`src/flip_report_pkg.sv`:
```
// Constants for the worst bit-flip report, fail flags and sector parity.
// Assumes one core clock; all users import the whole package.
package flip_report_pkg;
  localparam int unsigned SECTOR_COUNT       = 8;
  localparam int unsigned FLIP_WIDTH         = 4;
  localparam int unsigned SECTOR_WIDTH       = 3;
  localparam int unsigned FLIPS_FLAT_WIDTH   = SECTOR_COUNT * FLIP_WIDTH;
  localparam logic [3:0]  FLIP_NONE          = 4'h0;
  localparam logic [3:0]  FLIP_MAX_CORRECTED = 4'h8;
  localparam logic [3:0]  FLIP_UNCORRECTED   = 4'hF;
  localparam logic [7:0]  FEAT_ADDR_REPORT   = 8'h30;
  localparam logic [7:0]  FEAT_ADDR_STATUS   = 8'hC0;
  localparam int unsigned REPORT_COUNT_MSB   = 7;
  localparam int unsigned REPORT_COUNT_LSB   = 4;
  localparam int unsigned REPORT_SECTOR_MSB  = 2;
  localparam int unsigned REPORT_SECTOR_LSB  = 0;
  localparam logic [7:0]  REPORT_RESET       = 8'h00;
  localparam int unsigned STATUS_BUSY_BIT    = 0;
  localparam int unsigned STATUS_ERASE_BIT   = 2;
  localparam int unsigned STATUS_PROGRAM_BIT = 3;
  localparam int unsigned SECTOR_MAIN_BYTES  = 512;
  localparam int unsigned SECTOR_SPARE_BYTES = 16;
  localparam int unsigned SECTOR_BYTES       = SECTOR_MAIN_BYTES + SECTOR_SPARE_BYTES;
  localparam int unsigned BYTE_COUNT_WIDTH   = 10;
  localparam logic [9:0]  LAST_BYTE_INDEX    = 10'(SECTOR_BYTES - 1);
  localparam int unsigned PARITY_WIDTH       = 16;
  localparam logic [15:0] PARITY_RESET       = 16'h0000;
endpackage

```
`src/flip_scan_if.sv`:
```
// Carries per-sector flip counts to the scanner and the worst result back.
// Assumes both ends share the core clock domain.
`timescale 1ns/100ps
interface flip_scan_if;
  import flip_report_pkg::*;
  logic [FLIPS_FLAT_WIDTH-1:0] sector_flips;
  logic [FLIP_WIDTH-1:0]       worst_count;
  logic [SECTOR_WIDTH-1:0]     worst_sector;
  modport scanner (input sector_flips, output worst_count, output worst_sector);
  modport user    (output sector_flips, input worst_count, input worst_sector);
endinterface

```
`src/flip_report_core.sv`:
```
// Worst bit-flip report, program/erase fail flags and sector parity of a
// serial NAND device with internal ECC.
// Assumes the command decoder and array engine run on core_clk and give
// one-cycle strobes; no input needs synchronising.
//
// Notes on behaviour
// - Worst sector flip count readable at 30h.
// - Count codes 0, 1..8 corrected, F uncorrected.
// - Bits 2:0 give worst sector number.
// - Ties report the lowest numbered sector.
// - Invalid block program/erase ignored, fail flag set.
// - Parity over 512 main plus 16 spare.
`timescale 1ns/100ps
module flip_report_core
  import flip_report_pkg::*;
(
  input  wire logic                                         core_clk,
  input  wire logic                                         sys_rst,
  input  wire logic                                         ecc_enable,
  input  wire logic                                         page_read_done,
  input  wire logic [flip_report_pkg::FLIPS_FLAT_WIDTH-1:0] sector_flips,
  input  wire logic                                         feat_rd_en,
  input  wire logic [7:0]                                   feat_addr,
  output logic      [7:0]                                   feat_rd_data,
  output logic                                              feat_rd_valid,
  input  wire logic                                         op_start,
  input  wire logic                                         op_is_erase,
  input  wire logic                                         block_invalid,
  input  wire logic                                         array_done,
  input  wire logic                                         array_fail,
  output logic                                              op_launch,
  output logic                                              op_launch_erase,
  output logic                                              op_busy,
  output logic                                              program_fail_flag,
  output logic                                              erase_fail_flag,
  input  wire logic                                         prog_valid,
  input  wire logic                                         prog_first,
  input  wire logic [7:0]                                   prog_data,
  output logic                                              parity_valid,
  output logic      [flip_report_pkg::PARITY_WIDTH-1:0]     parity_word
);
  import flip_report_pkg::*;

  flip_scan_if scan_bus ();

  assign scan_bus.sector_flips = sector_flips;

  worst_sector_scan u_scan (
    .scan (scan_bus.scanner)
  );

  // Report register
  logic [7:0] report_q;
  logic [7:0] report_d;

  always_comb begin
    report_d = report_q;
    // Held between ECC reads so a slow host still sees a coherent pair
    if (page_read_done && ecc_enable) begin
      report_d = 8'h00;
      report_d[REPORT_COUNT_MSB:REPORT_COUNT_LSB]   = scan_bus.worst_count;
      report_d[REPORT_SECTOR_MSB:REPORT_SECTOR_LSB] = scan_bus.worst_sector;
    end
  end

  always_ff @(posedge core_clk) begin
    if (sys_rst) begin
      report_q <= REPORT_RESET;
    end else begin
      report_q <= report_d;
    end
  end

  // Operation gate and fail flags
  logic busy_q;
  logic busy_d;
  logic launch_q;
  logic launch_d;
  logic launch_erase_q;
  logic launch_erase_d;
  logic kind_erase_q;
  logic kind_erase_d;
  logic prog_fail_q;
  logic prog_fail_d;
  logic erase_fail_q;
  logic erase_fail_d;
  logic accept_op;

  // A second start while busy is dropped; the host should not send one
  assign accept_op = op_start && !busy_q;

  always_comb begin
    busy_d         = busy_q;
    launch_d       = 1'b0;
    launch_erase_d = 1'b0;
    kind_erase_d   = kind_erase_q;
    prog_fail_d    = prog_fail_q;
    erase_fail_d   = erase_fail_q;
    if (busy_q && array_done) begin
      busy_d = 1'b0;
    end
    if (accept_op) begin
      kind_erase_d = op_is_erase;
      if (op_is_erase) begin
        erase_fail_d = 1'b0;
      end else begin
        prog_fail_d = 1'b0;
      end
      if (!block_invalid) begin
        busy_d         = 1'b1;
        launch_d       = 1'b1;
        launch_erase_d = op_is_erase;
      end
    end
    // Sets come last so an event in a clearing cycle is never lost
    if (accept_op && block_invalid) begin
      if (op_is_erase) begin
        erase_fail_d = 1'b1;
      end else begin
        prog_fail_d = 1'b1;
      end
    end
    if (busy_q && array_done && array_fail) begin
      if (kind_erase_q) begin
        erase_fail_d = 1'b1;
      end else begin
        prog_fail_d = 1'b1;
      end
    end
  end

  always_ff @(posedge core_clk) begin
    if (sys_rst) begin
      busy_q         <= 1'b0;
      launch_q       <= 1'b0;
      launch_erase_q <= 1'b0;
      kind_erase_q   <= 1'b0;
      prog_fail_q    <= 1'b0;
      erase_fail_q   <= 1'b0;
    end else begin
      busy_q         <= busy_d;
      launch_q       <= launch_d;
      launch_erase_q <= launch_erase_d;
      kind_erase_q   <= kind_erase_d;
      prog_fail_q    <= prog_fail_d;
      erase_fail_q   <= erase_fail_d;
    end
  end

  // Feature read port
  logic [7:0] rd_data_q;
  logic [7:0] rd_data_d;
  logic       rd_valid_q;
  logic       rd_valid_d;
  logic [7:0] status_word;

  always_comb begin
    status_word                     = 8'h00;
    status_word[STATUS_BUSY_BIT]    = busy_q;
    status_word[STATUS_ERASE_BIT]   = erase_fail_q;
    status_word[STATUS_PROGRAM_BIT] = prog_fail_q;
  end

  always_comb begin
    rd_data_d  = rd_data_q;
    rd_valid_d = 1'b0;
    if (feat_rd_en) begin
      rd_valid_d = 1'b1;
      case (feat_addr)
        FEAT_ADDR_REPORT: rd_data_d = report_q;
        FEAT_ADDR_STATUS: rd_data_d = status_word;
        default:          rd_data_d = 8'h00;
      endcase
    end
  end

  always_ff @(posedge core_clk) begin
    if (sys_rst) begin
      rd_data_q  <= 8'h00;
      rd_valid_q <= 1'b0;
    end else begin
      rd_data_q  <= rd_data_d;
      rd_valid_q <= rd_valid_d;
    end
  end

  // Sector parity over main plus spare bytes
  logic [BYTE_COUNT_WIDTH-1:0] byte_cnt_q;
  logic [BYTE_COUNT_WIDTH-1:0] byte_cnt_d;
  logic [PARITY_WIDTH-1:0]     parity_acc_q;
  logic [PARITY_WIDTH-1:0]     parity_acc_d;
  logic [PARITY_WIDTH-1:0]     parity_out_q;
  logic [PARITY_WIDTH-1:0]     parity_out_d;
  logic                        parity_valid_q;
  logic                        parity_valid_d;
  logic [BYTE_COUNT_WIDTH-1:0] index_now;
  logic [PARITY_WIDTH-1:0]     acc_base;
  logic [PARITY_WIDTH-1:0]     acc_next;

  // A sector start restarts the count, so a skipped column cannot skew it
  assign index_now = prog_first ? '0 : byte_cnt_q;
  assign acc_base  = prog_first ? PARITY_RESET : parity_acc_q;
  assign acc_next  = {acc_base[PARITY_WIDTH-2:0], acc_base[PARITY_WIDTH-1]}
                     ^ {8'h00, prog_data};

  always_comb begin
    byte_cnt_d     = byte_cnt_q;
    parity_acc_d   = parity_acc_q;
    parity_out_d   = parity_out_q;
    parity_valid_d = 1'b0;
    // Parity is only built with ECC on; with it off the area is user data
    if (prog_valid && ecc_enable) begin
      if (index_now == LAST_BYTE_INDEX) begin
        byte_cnt_d     = '0;
        parity_acc_d   = PARITY_RESET;
        parity_out_d   = acc_next;
        parity_valid_d = 1'b1;
      end else begin
        byte_cnt_d   = index_now + BYTE_COUNT_WIDTH'(1);
        parity_acc_d = acc_next;
      end
    end
  end

  always_ff @(posedge core_clk) begin
    if (sys_rst) begin
      byte_cnt_q     <= '0;
      parity_acc_q   <= PARITY_RESET;
      parity_out_q   <= PARITY_RESET;
      parity_valid_q <= 1'b0;
    end else begin
      byte_cnt_q     <= byte_cnt_d;
      parity_acc_q   <= parity_acc_d;
      parity_out_q   <= parity_out_d;
      parity_valid_q <= parity_valid_d;
    end
  end

  assign feat_rd_data      = rd_data_q;
  assign feat_rd_valid     = rd_valid_q;
  assign op_launch         = launch_q;
  assign op_launch_erase   = launch_erase_q;
  assign op_busy           = busy_q;
  assign program_fail_flag = prog_fail_q;
  assign erase_fail_flag   = erase_fail_q;
  assign parity_valid      = parity_valid_q;
  assign parity_word       = parity_out_q;
endmodule // flip_report_core

```
`src/worst_sector_scan.sv`:
```
// Combinational search for the sector with the largest flip count.
// Assumes counts arrive already encoded, with F for uncorrectable.
`timescale 1ns/100ps
module worst_sector_scan
  import flip_report_pkg::*;
(
  flip_scan_if.scanner scan
);
  import flip_report_pkg::*;

  logic [FLIP_WIDTH-1:0]   best_count  [SECTOR_COUNT];
  logic [SECTOR_WIDTH-1:0] best_sector [SECTOR_COUNT];

  assign best_count[0]  = scan.sector_flips[FLIP_WIDTH-1:0];
  assign best_sector[0] = '0;

  // F sorts above 1..8, so uncorrectable sectors win as plain numbers
  for (genvar i = 1; i < SECTOR_COUNT; i++) begin : g_chain
    logic [FLIP_WIDTH-1:0] this_count;
    assign this_count = scan.sector_flips[i*FLIP_WIDTH +: FLIP_WIDTH];
    // Strictly greater only, so a tie keeps the earlier sector
    assign best_count[i]  = (this_count > best_count[i-1]) ? this_count : best_count[i-1];
    assign best_sector[i] = (this_count > best_count[i-1]) ? SECTOR_WIDTH'(i)
                                                            : best_sector[i-1];
  end

  assign scan.worst_count  = best_count[SECTOR_COUNT-1];
  assign scan.worst_sector = best_sector[SECTOR_COUNT-1];
endmodule // worst_sector_scan
```
`config.mk`:
```
export PLATFORM = sky130hd
export DESIGN_NAME = flip_report_core
export DESIGN_NICKNAME = d
export VERILOG_FILES = /design/src/flip_report_pkg.sv /design/src/flip_scan_if.sv /design/src/flip_report_core.sv /design/src/worst_sector_scan.sv
export SDC_FILE = /design/constraint.sdc
export NUM_CORES = 1
export LEC_CHECK = 0
export ABC_AREA = 1
export ABC_CLOCK_PERIOD_IN_PS = 15500
export BUFFER_PORTS_ARGS = -buffer_cell sky130_fd_sc_hd__buf_2
export CAP_MARGIN = 20
export CORE_AREA = 2 2 85 87
export CTS_BUF_LIST = sky130_fd_sc_hd__clkbuf_2
export DETAILED_ROUTE_END_ITERATION = 6
export DIE_AREA = 0 0 87 89
export PLACE_DENSITY = 0.84
export SETUP_SLACK_MARGIN = 0.05
export SLEW_MARGIN = 20
export SYNTH_ARGS = -nofsm -noshare
export SYNTH_HDL_FRONTEND = slang
export SYNTH_SLANG_ARGS = --single-unit
export TNS_END_PERCENT = 30
```
`constraint.sdc`:
```
create_clock -name core_clk -period 15.5 [get_ports core_clk]
set_input_delay 3.875 -clock core_clk [delete_from_list [all_inputs] [get_ports core_clk]]
set_output_delay 3.875 -clock core_clk [all_outputs]
set_load 0.01 [all_outputs]
```
==> flow_metrics.py <==
metrics = {
    "timing": {
        "final.period_utilization_pct": 70.51,
        "setup-tns-final_ns": 0,
        "final_hold_viol_count": 0,
        "worst_hold_slack_ns": 0.4694,
        "worst_clock_skew_ns": 0.01070,
        "worst_slew_margin_rel_pct": 49.27,
        "grt_setup_unrepaired": "no",
        "min_period_ns": 10.93,
        "fmax_mhz": 91.50,
        "setup_viol_count_final": 0,
        "final.setup.worst_slack_ns": 4.572,
        "worst_slew_pin_slew_ns": 0.7609,
        "report.final.slew_viol_count": 0,
    },
    "setup_path": {
        "critical_path.slowest_cell": "sky130_fd_sc_hd__ha_1",
        "critical_path.endpoint_type": "register",
        "cp_data_arrival_time_ns": 11.29,
        "timing.critical_path.required_ns": 15.86,
        "critical-path-top-cell-by-count": "sky130_fd_sc_hd__inv_1",
        "rr_endpoint": "parity_word[8]$_SDFFE_PP0P_",
        "critical_path.max_stage_delay_ns": 0.33,
        "r2r_slack_ns": 13.08,
        "critical_path.max_fanout": 10,
        "rr_startpoint": "byte_cnt_q[1]$_SDFFE_PP0P_",
        "critical_path_startpoint_category": "input port",
        "r2r.worst_path.cells": 12,
        "timing.setup.critical_path_class": "input port to register",
    },
    "layout": {
        "mostFrequentLayoutCells": "sky130_fd_sc_hd__nand2_1, sky130_fd_sc_hd__buf_2, sky130_fd_sc_hd__inv_1",
        "register_area_mm2": 0.001301,
        "antenna_cells": 0,
        "final_core_util_pct": 68.25,
        "fillers": 560,
        "drive_gt1_share_pct": 25.77,
        "nets_final": 731,
        "final_common_cell": "sky130_fd_sc_hd__nand2_1",
        "layout-area-overhead-vs-synth_pct": 15.29,
        "final_design_area_no_fill_mm2": 0.004586,
        "layoutNonFillerInstCount": 732,
        "multi_input_comb_area_mm2": 0.002315,
    },
    "cts": {
        "clk_latency_ns": 0.48,
        "tritoncts": "done",
        "cts_resized": 0,
        "clockRootBuffer": "sky130_fd_sc_hd__clkbuf_2",
        "post_cts_hold_buffer_count": 0,
        "clkSinkCount": 65,
        "cts-buffers-inserted": 9,
        "cts_setup_buffers": 0,
        "clockBufferDepth": 2,
        "h-tree-depth": 3,
        "worst_setup_hold_path_clk_slew_ns": 0.17,
    },
    "worst_hold_path": {
        "hold_class": "register to register",
        "min_delay_worst_endpoint": "feat_rd_data[6]$_SDFFE_PP0P_",
        "hold_path_startpoint": "report_q[6]$_SDFFE_PP0P_",
        "worstHoldPathCells": 2,
    },
    "synthesis": {
        "synth_area_mm2": 0.003978,
        "yosys_register_bits": 65,
        "synth_flop_cell": "sky130_fd_sc_hd__dfxtp_1",
        "postSynthCellCount": 558,
        "asyncSetResetFlopFracSynth_pct": 0,
        "post_synth_num_cell_types": 37,
        "syn-mean-instance-area_um2": 7.128,
        "synth_nets": 642,
        "synth_warnings": 0,
        "synth.yosys.seq_area_share_pct": 32.71,
        "synth_enable_flop_cells": 0,
    },
    "floorplan": {
        "chipWidth_um": 87,
        "number_of_rows_created_at_floorplan": 30,
        "dieArea_mm2": 0.007743,
        "coreArea_mm2": 0.006719,
        "initial_core_util_pct": 59.20,
        "die_h_um": 89,
        "floorplan.io_pins": 91,
    },
    "placed_design": {
        "placed_cells_incl_taps": 716,
        "placedInstanceArea_mm2": 0.004479,
        "pre_cts_ws_ns": 4.123,
        "total_half_perimeter_wirelength_after_legalization_and_detailed_placement_um": 6914,
        "gp_congestion": 0.9486,
        "port-buffer-count": 90,
    },
    "routing": {
        "drt.antenna.violating_nets": 0,
        "detail_route.first_pass.iterations": 5,
        "totalWireLength_um": 9217,
        "vias_per_cell": 5.452,
        "initialDrtViolationCount": 269,
        "detail_route.drc_violations": 0,
        "num_vias": 3991,
        "detail_route.wl_per_cell_um": 12.59,
    },
    "status": {
        "outcome": "completed",
    },
    "power": {
        "power_mw": 0.6552,
        "cellLeakagePower_nw": 2.267,
        "ir_worst_vdd_v": 0.0001520,
        "total_power_divided_by_cell_area_mw_per_mm2": 142.9,
    },
    "global_route": {
        "grt_start_max_net_pins": 40,
        "first_global_vias": 3610,
        "grt.total_usage_pct": 24.48,
        "grt_first_pass_wirelength_um": 15380,
        "grt_overflow": 0,
        "antenna_found_initial": 0,
    },
    "flow_run": {
        "max-cap-violations": 0,
    },
}
[synth_stat cells, drive strengths merged, types with 4 or more instances]
cell type,count,area [um2]
o21a,6,47.55
a21oi,65,340.3
clkbuf,12,45.04
o21ai,42,217.7
nor4,4,25.02
dfxtp,65,1301
nor3,6,30.03
nand4,11,100.1
o211ai,5,37.54
clkinv,4,16.26
inv,73,274.0
nor2,21,78.83
nand3,40,225.2
nand2,143,656.9
xor2,10,87.58
ha,24,300.3
or2,8,50.05
o21bai,4,30.03
[critical path: cells and delay by family]
| kind | cells | cell delay, ns |
|---|---|---|
| AOI/OAI and AO/OA | 13 | 2.18 |
| adders and majority gates | 7 | 2.11 |
| and+or+nand+nor | 27 | 2.47 |
| buffers and inverters | 11 | 0.63 |
[cell type report]
cell class              instances  share of cell area (%)
clock inverters                 7                   1.337
clock buffers                   9                  0.9823
multi-input cells             401                   50.48
inverters                      77                   6.330
well taps                      80                   2.183
repair buffers                 93                   10.31
flip-flops and latches         65                   28.38
[kinds of logic (layout without fill, tap and decap cells)]
| kind of cell | Yosys count | in the layout | synth area share [%] |
|---|---|---|---|
| and+or+nand+nor | 238 | 238 | 30.14 |
| xor gates and xnor gates | 13 | 13 | 2.863 |
| DFF | 65 | 65 | 32.71 |
| AOI/OAI and AO/OA | 126 | 126 | 17.65 |
| adders and majority gates | 24 | 24 | 7.550 |
| buffers and inverters | 92 | 186 | 9.090 |
[registers in the layout (all words and copies together), names as in the netlist]
signal	flops
parity_acc_q	16
parity_word	16
byte_cnt_q	10
feat_rd_data	8
report_q	7
erase_fail_flag	1
feat_rd_valid	1
kind_erase_q	1
op_busy	1
op_launch	1
op_launch_erase	1
parity_valid	1
program_fail_flag	1
[where the power goes]
group	switching, mW	internal, mW
sequential	0.00388	0.175
clock	0.0594	0.0353
combinational	0.241	0.141
total	0.305	0.351
[metal layers]
layer	vias to the layer above	track usage, %	share of wire [%]
li1	2019	-	-
met1	1829	31.95	46
met2	124	40.46	47
met3	19	5.817	5.6
met4	0	7.244	1.7
met5	-	0	0
[worst max path at each step]
stage | start | end | slack (ns)
2_1_floorplan | sector_flips[3] | report_q[4]$_SDFFE_PP0P_ | 5.08
3_3_place_gp | sector_flips[3] | report_q[7]$_SDFFE_PP0P_ | 4.46
3_5_place_dp | sector_flips[3] | report_q[4]$_SDFFE_PP0P_ | 4.12
4_1_cts | sector_flips[3] | report_q[4]$_SDFFE_PP0P_ | 4.63
5_1_grt | sector_flips[1] | report_q[4]$_SDFFE_PP0P_ | 3.94
6_report | sector_flips[3] | report_q[4]$_SDFFE_PP0P_ | 4.57
No activity file was read; power rests on OpenSTA's default activity.
